--- src/logic/scs_pkg.sv ---
// Constants and types shared by the system clock select and start-up block.
// Assumes a single 250 MHz fabric clock; every oscillator arrives as a one-cycle tick.
package scs_pkg;
   // ---------------------------------------------------------------
   // Clock source select codes (raw fuse bits, 1 = unprogrammed)
   // ---------------------------------------------------------------
   localparam logic [3:0] SEL_XTAL_LO = 4'h8;
   localparam logic [3:0] SEL_XTAL_PLL_DIRECT = 4'h4;
   localparam logic [3:0] SEL_PLL4_XTAL = 4'h5;
   localparam logic [3:0] SEL_RSVD_HI = 4'h7;
   localparam logic [3:0] SEL_RSVD_LO = 4'h6;
   localparam logic [3:0] SEL_PLL4_RC = 4'h3;
   localparam logic [3:0] SEL_RC = 4'h2;
   localparam logic [3:0] SEL_PLL4_EXTCLK = 4'h1;
   localparam logic [3:0] SEL_EXTCLK = 4'h0;
   localparam logic FUSE_PROGRAMMED = 1'b0;

   // ---------------------------------------------------------------
   // Counts and widths
   // ---------------------------------------------------------------
   localparam int CNT_W = 17;
   localparam int unsigned RESET_SHORT_CYCLES = 4096;
   localparam int unsigned RESET_LONG_CYCLES = 65536;
   localparam int unsigned WAKE_CYCLES = 16384;
   localparam logic [1:0] PLL_DIV_LAST = 2'h3;
   localparam logic [2:0] PRESCALE_LAST = 3'h7;

   typedef enum logic [2:0] {
      SRC_EXT_OSC = 3'h0,
      SRC_RC = 3'h1,
      SRC_EXT_CLK = 3'h2,
      SRC_PLL4 = 3'h3,
      SRC_NONE = 3'h4
   } scs_src_t;

   typedef enum logic [1:0] {
      SLP_IDLE = 2'h0,
      SLP_ADC_QUIET = 2'h1,
      SLP_POWER_DOWN = 2'h2,
      SLP_POWER_SAVE = 2'h3
   } scs_sleep_t;

   typedef enum logic [3:0] {
      ST_RESET_WAIT = 4'b0001,
      ST_WAKE_WAIT = 4'b0010,
      ST_RUN = 4'b0100,
      ST_SLEEP = 4'b1000
   } scs_state_t;
endpackage

--- src/logic/scs_clock_ctrl.sv ---
// System clock selection, domain gating and start-up sequencing.
// Assumes oscillator ticks and fuse levels are synchronous to clk_i; the
// domain outputs are enables/ticks, not real clocks.
`timescale 1ns/1ns

// Overview of operation
// RQ1: Codes 1111-1000 crystal, 0010 RC, 0000 external clock; PLL fed from RC.
// RQ2: Codes 0011, 0001, 0101 run system at PLL/4; PLL from RC, ext clock, crystal.
// RQ3: Code 0100 clocks system from crystal and feeds crystal into PLL.
// RQ4: Fuse bit one means unprogrammed, zero means programmed.
// RQ5: PLL clocks power stage at 64 or 32 MHz; 16 MHz derived for core.
// RQ6: Wake from power-down/save timed by selected source; run only when stable.
// RQ7: Reset start-up adds a supply-settle delay counted on watchdog oscillator.
// RQ8: Reset time-out is 4096 or 65536 watchdog oscillator cycles.
// RQ9: Converter clock keeps running while core and peripheral clocks halt.
// RQ10: Program memory clock gates together with core clock.
// RQ11: Some external interrupts detected without the peripheral clock.
// RQ12: Clock domains stopped selectively per sleep mode.
// RQ13: Peripheral clock drives timers, serial ports and interrupt unit.
// RQ14: Halted core clock stops all core activity until it resumes.
// RQ15: Default RC selection with prescale by eight when that fuse is programmed.
// RQ16: Reserved codes 0111 and 0110 must not be programmed.
module scs_clock_ctrl #(
   parameter int unsigned RESET_SHORT = scs_pkg::RESET_SHORT_CYCLES,
   parameter int unsigned RESET_LONG = scs_pkg::RESET_LONG_CYCLES,
   parameter int unsigned WAKE_COUNT = scs_pkg::WAKE_CYCLES
) (
   input wire logic clk_i,
   input wire logic rst_i,
   input wire logic [3:0] clock_source_select_code_i,
   input wire logic divide_by_eight_fuse_i,
   input wire logic long_reset_timeout_i,
   input wire logic ext_osc_tick_i,
   input wire logic rc_osc_tick_i,
   input wire logic ext_clk_tick_i,
   input wire logic pll_tick_i,
   input wire logic pll_half_rate_i,
   input wire logic watchdog_tick_i,
   input wire logic osc_stable_i,
   input wire logic sleep_req_i,
   input wire scs_pkg::scs_sleep_t sleep_mode_i,
   input wire logic wake_i,
   input wire logic async_irq_i,
   output logic [2:0] pll_input_src_o,
   output logic system_tick_o,
   output logic core_clock_o,
   output logic program_memory_clock_o,
   output logic peripheral_clock_o,
   output logic converter_clock_o,
   output logic fast_multiplied_clock_o,
   output logic core_run_o,
   output logic irq_wake_o,
   output logic code_reserved_o
);
   import scs_pkg::*;

   // ---------------------------------------------------------------
   // Fuse decoding
   // ---------------------------------------------------------------
   function automatic scs_src_t sys_src(input logic [3:0] code);
      if (code >= SEL_XTAL_LO || code == SEL_XTAL_PLL_DIRECT) return SRC_EXT_OSC; // [RQ1] [RQ3]
      unique case (code)
         SEL_RC: return SRC_RC; // [RQ1]
         SEL_EXTCLK: return SRC_EXT_CLK; // [RQ1]
         SEL_PLL4_RC, SEL_PLL4_EXTCLK, SEL_PLL4_XTAL: return SRC_PLL4; // [RQ2]
         default: return SRC_NONE; // [RQ16]
      endcase
   endfunction

   function automatic scs_src_t pll_src(input logic [3:0] code);
      unique case (code)
         SEL_PLL4_EXTCLK: return SRC_EXT_CLK; // [RQ2]
         SEL_PLL4_XTAL, SEL_XTAL_PLL_DIRECT: return SRC_EXT_OSC; // [RQ2] [RQ3]
         SEL_RSVD_HI, SEL_RSVD_LO: return SRC_NONE;
         default: return SRC_RC; // [RQ1]
      endcase
   endfunction

   typedef struct packed {
      scs_state_t st;
      scs_sleep_t mode;
      logic [CNT_W-1:0] cnt;
      logic [1:0] pll_div;
      logic [2:0] pre_div;
      logic stage_phase;
      logic [2:0] pll_in;
      logic sys_tick;
      logic core_clk;
      logic flash_clk;
      logic io_clk;
      logic adc_clk;
      logic stage_clk;
      logic core_run;
      logic irq_wake;
      logic reserved;
   } scs_regs_t;

   scs_regs_t r_q;
   scs_regs_t r_d;
   scs_src_t src;
   logic pll4_tick;
   logic src_tick;
   logic prescale_on;
   logic [CNT_W-1:0] reset_last;
   logic [CNT_W-1:0] wake_last;

   always_comb begin
      src = sys_src(clock_source_select_code_i);
      pll4_tick = pll_tick_i && r_q.pll_div == PLL_DIV_LAST; // [RQ5]
      unique case (src)
         SRC_EXT_OSC: src_tick = ext_osc_tick_i;
         SRC_RC: src_tick = rc_osc_tick_i;
         SRC_EXT_CLK: src_tick = ext_clk_tick_i;
         SRC_PLL4: src_tick = pll4_tick;
         default: src_tick = 1'b0;
      endcase
      prescale_on = divide_by_eight_fuse_i == FUSE_PROGRAMMED; // [RQ4] [RQ15]
      reset_last = long_reset_timeout_i ? CNT_W'(RESET_LONG - 1) : CNT_W'(RESET_SHORT - 1); // [RQ8]
      wake_last = CNT_W'(WAKE_COUNT - 1);
   end

   // ---------------------------------------------------------------
   // Next state
   // ---------------------------------------------------------------
   always_comb begin
      r_d = r_q;
      r_d.reserved = src == SRC_NONE; // [RQ16]
      r_d.pll_in = pll_src(clock_source_select_code_i);
      if (pll_tick_i) begin
         r_d.pll_div = r_q.pll_div + 2'h1;
         r_d.stage_phase = ~r_q.stage_phase;
      end
      if (src_tick) begin
         r_d.pre_div = r_q.pre_div + 3'h1;
      end
      // Prescaler keeps running through sleep so the system tick resumes in phase
      r_d.sys_tick = src_tick && (!prescale_on || r_q.pre_div == PRESCALE_LAST); // [RQ15]
      r_d.stage_clk = pll_tick_i && (!pll_half_rate_i || r_q.stage_phase); // [RQ5]
      unique case (r_q.st)
         ST_RESET_WAIT: begin
            if (watchdog_tick_i) begin // [RQ7]
               r_d.cnt = r_q.cnt + CNT_W'(1);
               if (r_q.cnt == reset_last) begin // [RQ8]
                  r_d.cnt = '0;
                  r_d.st = ST_WAKE_WAIT;
               end
            end
         end
         ST_WAKE_WAIT: begin
            if (src_tick && r_q.cnt != wake_last) begin // [RQ6]
               r_d.cnt = r_q.cnt + CNT_W'(1);
            end
            if (r_q.cnt == wake_last && osc_stable_i && !r_d.reserved) begin // [RQ6]
               r_d.cnt = '0;
               r_d.st = ST_RUN;
            end
         end
         ST_RUN: begin
            if (sleep_req_i) begin
               r_d.st = ST_SLEEP;
               r_d.mode = sleep_mode_i;
            end
         end
         ST_SLEEP: begin
            if (wake_i) begin
               // Oscillator was stopped only in the deep modes
               r_d.st = (r_q.mode == SLP_POWER_DOWN || r_q.mode == SLP_POWER_SAVE) ? ST_WAKE_WAIT : ST_RUN; // [RQ6]
            end
         end
      endcase
      // Domain gating per state and sleep mode
      r_d.core_run = r_d.st == ST_RUN; // [RQ14]
      r_d.core_clk = r_d.core_run && r_d.sys_tick; // [RQ14]
      r_d.flash_clk = r_d.core_clk; // [RQ10]
      r_d.io_clk = r_d.sys_tick && (r_d.core_run || (r_d.st == ST_SLEEP && r_d.mode == SLP_IDLE)); // [RQ12] [RQ13]
      r_d.adc_clk = r_d.sys_tick && (r_d.core_run || (r_d.st == ST_SLEEP
                    && (r_d.mode == SLP_IDLE || r_d.mode == SLP_ADC_QUIET))); // [RQ9] [RQ12]
      // Deep sleep stops the PLL-driven stage as well
      if (r_d.st == ST_SLEEP && (r_d.mode == SLP_POWER_DOWN || r_d.mode == SLP_POWER_SAVE)) begin
         r_d.stage_clk = 1'b0; // [RQ12]
      end
      // Wake detection needs no peripheral clock
      r_d.irq_wake = async_irq_i; // [RQ11]
   end

   always_ff @(posedge clk_i) begin
      if (rst_i) begin
         r_q <= '0;
         r_q.st <= ST_RESET_WAIT; // [RQ7]
         r_q.mode <= SLP_IDLE;
         r_q.pll_in <= SRC_RC;
      end else begin
         r_q <= r_d;
      end
   end

   assign pll_input_src_o = r_q.pll_in;
   assign system_tick_o = r_q.sys_tick;
   assign core_clock_o = r_q.core_clk;
   assign program_memory_clock_o = r_q.flash_clk;
   assign peripheral_clock_o = r_q.io_clk;
   assign converter_clock_o = r_q.adc_clk;
   assign fast_multiplied_clock_o = r_q.stage_clk;
   assign core_run_o = r_q.core_run;
   assign irq_wake_o = r_q.irq_wake;
   assign code_reserved_o = r_q.reserved;
endmodule // scs_clock_ctrl

--- config.mk ---
export PLATFORM = sky130hd
export DESIGN_NAME = scs_clock_ctrl
export DESIGN_NICKNAME = d
export VERILOG_FILES = /design/src/logic/scs_pkg.sv /design/src/logic/scs_clock_ctrl.sv
export SDC_FILE = /design/constraint.sdc
export NUM_CORES = 1
export LEC_CHECK = 0
export BUFFER_PORTS_ARGS = -buffer_cell sky130_fd_sc_hd__clkbuf_2
export CAP_MARGIN = 10
export CORE_MARGIN = 10
export CORE_UTILIZATION = 62
export CTS_BUF_LIST = sky130_fd_sc_hd__clkbuf_4
export DETAILED_ROUTE_END_ITERATION = 8
export GPL_TIMING_DRIVEN = 1
export MAX_ROUTING_LAYER = met4
export PLACE_DENSITY_LB_ADDON = 0.25
export SKIP_LAST_GASP = 1
export SYNTH_ARGS = -nofsm -noshare
export SYNTH_HDL_FRONTEND = slang
export SYNTH_SLANG_ARGS = --single-unit
--- constraint.sdc ---
create_clock -name clk_i -period 3.27 [get_ports clk_i]
set_input_delay 0.327 -clock clk_i [delete_from_list [all_inputs] [get_ports clk_i]]
set_output_delay 0.327 -clock clk_i [all_outputs]
set_load 0.03 [all_outputs]
==> results by stage <==
Outcome:
- The run finished with clean final reports.

Layout:
- In the final design database the tool counted 276 nets.
- Leaving out fill and tap cells, the most frequent cell in the layout is sky130_fd_sc_hd__dfxtp_1.
- The register area is between 800 and 900 µm².
- The count of filler cells inserted in the layout is approximately 250.
- The area of all placed cells without fillers is between 0.002 and 0.0025 mm².
- The number of cells in the finished layout apart from fillers is ~300.
- The area growth from synthesis to layout is 10.73%.
- The top cell types in the final layout, fill and taps aside, are 40 x sky130_fd_sc_hd__dfxtp_1, 31 x sky130_fd_sc_hd__clkbuf_2, 25 x sky130_fd_sc_hd__nor2_1.
- The utilization after layout is a little under three quarters.
- The antenna diode count is 0.
- The fraction of layout cells with a size suffix above 1 is around 18%.
- The multi-input gate area in the final layout is between 0.001 and 0.0015 mm².

STA:
- After routing, the total negative slack on setup checks comes to 0 ps.
- The final setup violation count is 0.
- Setup repair after global routing left no endpoint under its margin.
- For the pin with the worst max-slew slack, the measured transition is around 570 ps.
- The max-slew violation count was 0.
- The fraction of the cycle the final worst path needs is between 70 and 80%.
- For this run, the top clock speed supported by timing is roughly 410 MHz.
- The final period demand of the worst path is between 2000 and 2500 ps.
- The post-route worst hold slack is 165.5 ps.
- The worst slew margin relative to its limit is around three fifths.
- Across the routed clock network, the largest skew measured is 18.65 ps.
- The number of hold-slack violations in the final timing report is 0.

Route:
- The remaining routing DRC violations is 0.
- The routed layout has roughly 1,700 vias.
- For this run, the detailed router's first-pass iteration total came to 4.
- The detailed router finished its first iteration with 129 violations.
- The count of nets left with antenna violations once routing finished came out at 0.
- The routed design has about 4.0 mm of wire.
- The detailed-route wire length per cell is around 13 µm.
- The average vias per placed instance is 5.778.

Power and ir drop:
- Power spread over the standard cell area amounts to between 400 and 500 mW/mm².
- Summed over all cells, the static leakage comes to about 0.8 nW.
- IR analysis of the VDD net gives a maximum drop of between 0.0002 and 0.0003 V.

Synth:
- When the netlist entered floorplanning its net count stood at 252.
- The part of the Yosys area used for sequential elements is about two fifths.
- The Yosys step of the flow raised 0 warnings.
- In this run, synthesis inferred 0 flip-flops with an integrated enable.
- The synthesized netlist contains between 40 and 50 unique library cells.
- After technology mapping, the gate count stands at around 230.
- The most used flip-flop cell after synthesis is sky130_fd_sc_hd__dfxtp_1.
- In this run the cell area of the synthesized design comes to ~0.0019 mm².
- Counting flops with an async set or reset pin after synthesis yields a share of 0%.
- The mean post-synth cell area is about 8.5 µm².
- The flip-flop and latch count after synthesis is 40.

Floorplan:
- For this configuration, the core starts out at a cell density of 64.34%.
- In this run the core area contains 20 standard-cell rows.
- The I/O pin total is 32.
- The full die area is ~0.0058 mm².
- The die is approximately 76 µm tall.
- The die width is roughly 76 µm.
- The region available for standard cell placement spans around 0.0030 mm².

Worst hold path:
- In this run the worst hold path is classified as in2reg.
- In this run the most critical hold path is launched from clock_source_select_code_i[1].

CTS:
- The total CTS buffers is 5.
- The clock transition at the registers of the reported paths is about 120 ps.
- TritonCTS built the clock tree.
- The cell sitting at the root of the clock tree is a sky130_fd_sc_hd__clkbuf_4.
- CTS built an H-tree with a depth of 2.
- The hold buffer count at CTS is 0.
- Counting every sink on the clock net gives 40.
- For the worst-skew pair, the clock arrives at the later sink with an insertion delay of roughly 370 ps.
- The total of cells resized after clock tree synthesis is 0.
- The buffer levels on the longest clock path is 2.
- In this run the post-CTS setup repair buffer count came out at 0.

Critical path:
- The worst register-to-register path begins at r_q[18].
- Among all stages on the critical path, the largest delay is contributed by sky130_fd_sc_hd__or4_1.
- The maximum fanout count along the critical path is 32.
- Walking the worst path, the cells encountered are ha_1, nand3_1, or3_4, nor4_4, a211oi_2, buf_4, or4_1, a21oi_1.
- In this run the worst setup path begins at r_q[18].
- The data arrival time of the critical path is between 2000 and 3000 ps.
- Together, buffers and inverters on the worst path number 1.
- The critical path class is reg2reg.
- The type of element launching the critical path is a flip-flop.
- STA classifies the critical path endpoint as a flip-flop.
- STA puts the critical path data required time at about 3600 ps.
- On the critical path the largest part of the delay comes from simple AND/OR/NAND/NOR gates.
- On the worst path, the slowest cell contributes a delay of roughly 510 ps.

Global routing:
- The first global-routing pass estimated 6.803 mm of wire.
- For this run the aggregate overflow at the end of global routing stands at 0.
- The initial antenna violation count is 0.
- The number of global-route vias before repair is around 1,500.
- The global router's overall resource usage is 14.23%.
- The pin count of the biggest net entering global routing is 33.

Place:
- The final weighted congestion of routability-driven global placement is approximately 0.83.
- Once placement completed, the tool counted placed cells totaling ~290.
- The wire-length estimate of the detail-placed layout is 2.955 mm.
- The cell area reported after detailed placement is roughly 0.0021 mm².
- The number of buffer cells added on primary ports is 31.

Flow run:
- The max-cap violation count is 0.
## synthesized netlist by cell type (all sizes together) (2+ instances only)
cell | number | share of area [%]
o31a | 2 | 0.90
xnor2 | 3 | 1.3
or3 | 8 | 2.8
nor4 | 5 | 2.4
buf | 11 | 3.8
a21oi | 24 | 6.2
o31ai | 8 | 3.1
or4 | 8 | 3.1
mux2i | 7 | 3.6
nand3 | 9 | 2.3
and2 | 2 | 0.64
nor4b | 3 | 1.7
clkbuf | 4 | 0.77
a21o | 2 | 0.77
nand4 | 2 | 0.64
nor2b | 4 | 1.3
nor3 | 6 | 1.5
nand4b | 2 | 0.90
inv | 6 | 1.2
and3 | 3 | 0.96
ha | 4 | 2.6
dfxtp | 40 | 41
nand2b | 2 | 0.64
nor2 | 25 | 4.8
o21ai | 11 | 2.8
nand2 | 16 | 3.1
## layer usage
metal  global-route usage [%]  up-vias  share of wire, %
met5                        -        -                 0
met4                    6.320        0               1.7
met3                    4.953        7               6.1
met2                    20.83       44                45
met1                    17.22      782                47
li1                         -      883                 -
## layout make-up
cell class	instances	area share, %
clock inverter	3	1.972
timing repair buffer	32	7.541
multi-input combinational	167	48.03
inverter	6	1.044
sequential	40	37.12
clock buffer	5	1.740
tap	44	2.552
## worst reg2reg max path, cell delays in order, from the launching register on
cell and delay, ps:
sky130_fd_sc_hd__dfxtp_1 380, sky130_fd_sc_hd__ha_1 210, sky130_fd_sc_hd__nand3_1 110, sky130_fd_sc_hd__or3_4 410, sky130_fd_sc_hd__nor4_4 330, sky130_fd_sc_hd__a211oi_2 80, sky130_fd_sc_hd__buf_4 230, sky130_fd_sc_hd__or4_1 520
sky130_fd_sc_hd__a21oi_1 140
## power breakdown
group | switching [mW] | internal, mW | leakage (nW)
logic | 0.0454 | 0.0321 | 0.437
clock network | 0.167 | 0.159 | 0.0412
registers | 0.00777 | 0.501 | 0.325
total | 0.220 | 0.692 | 0.803
## logic make-up (layout without fill, tap and decap cells)
group	Yosys count	in the layout	synth area share (%)
buffers and inverters	21	46	5.716
XOR/XNOR	4	4	1.799
multiplexers	7	7	3.597
AO/OA/AOI/OAI	55	55	17.47
AND/OR/NAND/NOR	97	97	27.75
flip-flops	40	40	41.10
adder cells (fa/ha/maj)	4	4	2.569
## metrics by stage
| step | power (mW) | setup slack [ps] |
|---|---|---|
| after floorplan | 0.5733 | 1015 |
| after global placement | 0.5953 | 874.0 |
| after detailed placement | 0.5974 | 827.7 |
| after CTS | 0.9225 | 812.1 |
| after global routing | 0.9491 | 658.2 |
| final | 0.9125 | 810.3 |
## final timing paths
kind,to,slack (ps),depth (start not counted)
min reg2reg,r_q[14],500,2
min,pll_input_src_o[1],170,2
max,r_q[33],810,8
max reg2reg,r_q[33],810,8
## state kept, by name, indices dropped and copies added (netlist names)
register / count
code_reserved_o: 1
fast_multiplied_clock_o: 1
converter_clock_o: 1
program_memory_clock_o: 1
pll_input_src_o: 3
system_tick_o: 1
irq_wake_o: 1
core_run_o: 1
r_q: 29
peripheral_clock_o: 1
(Power assumes the default switching activity.)
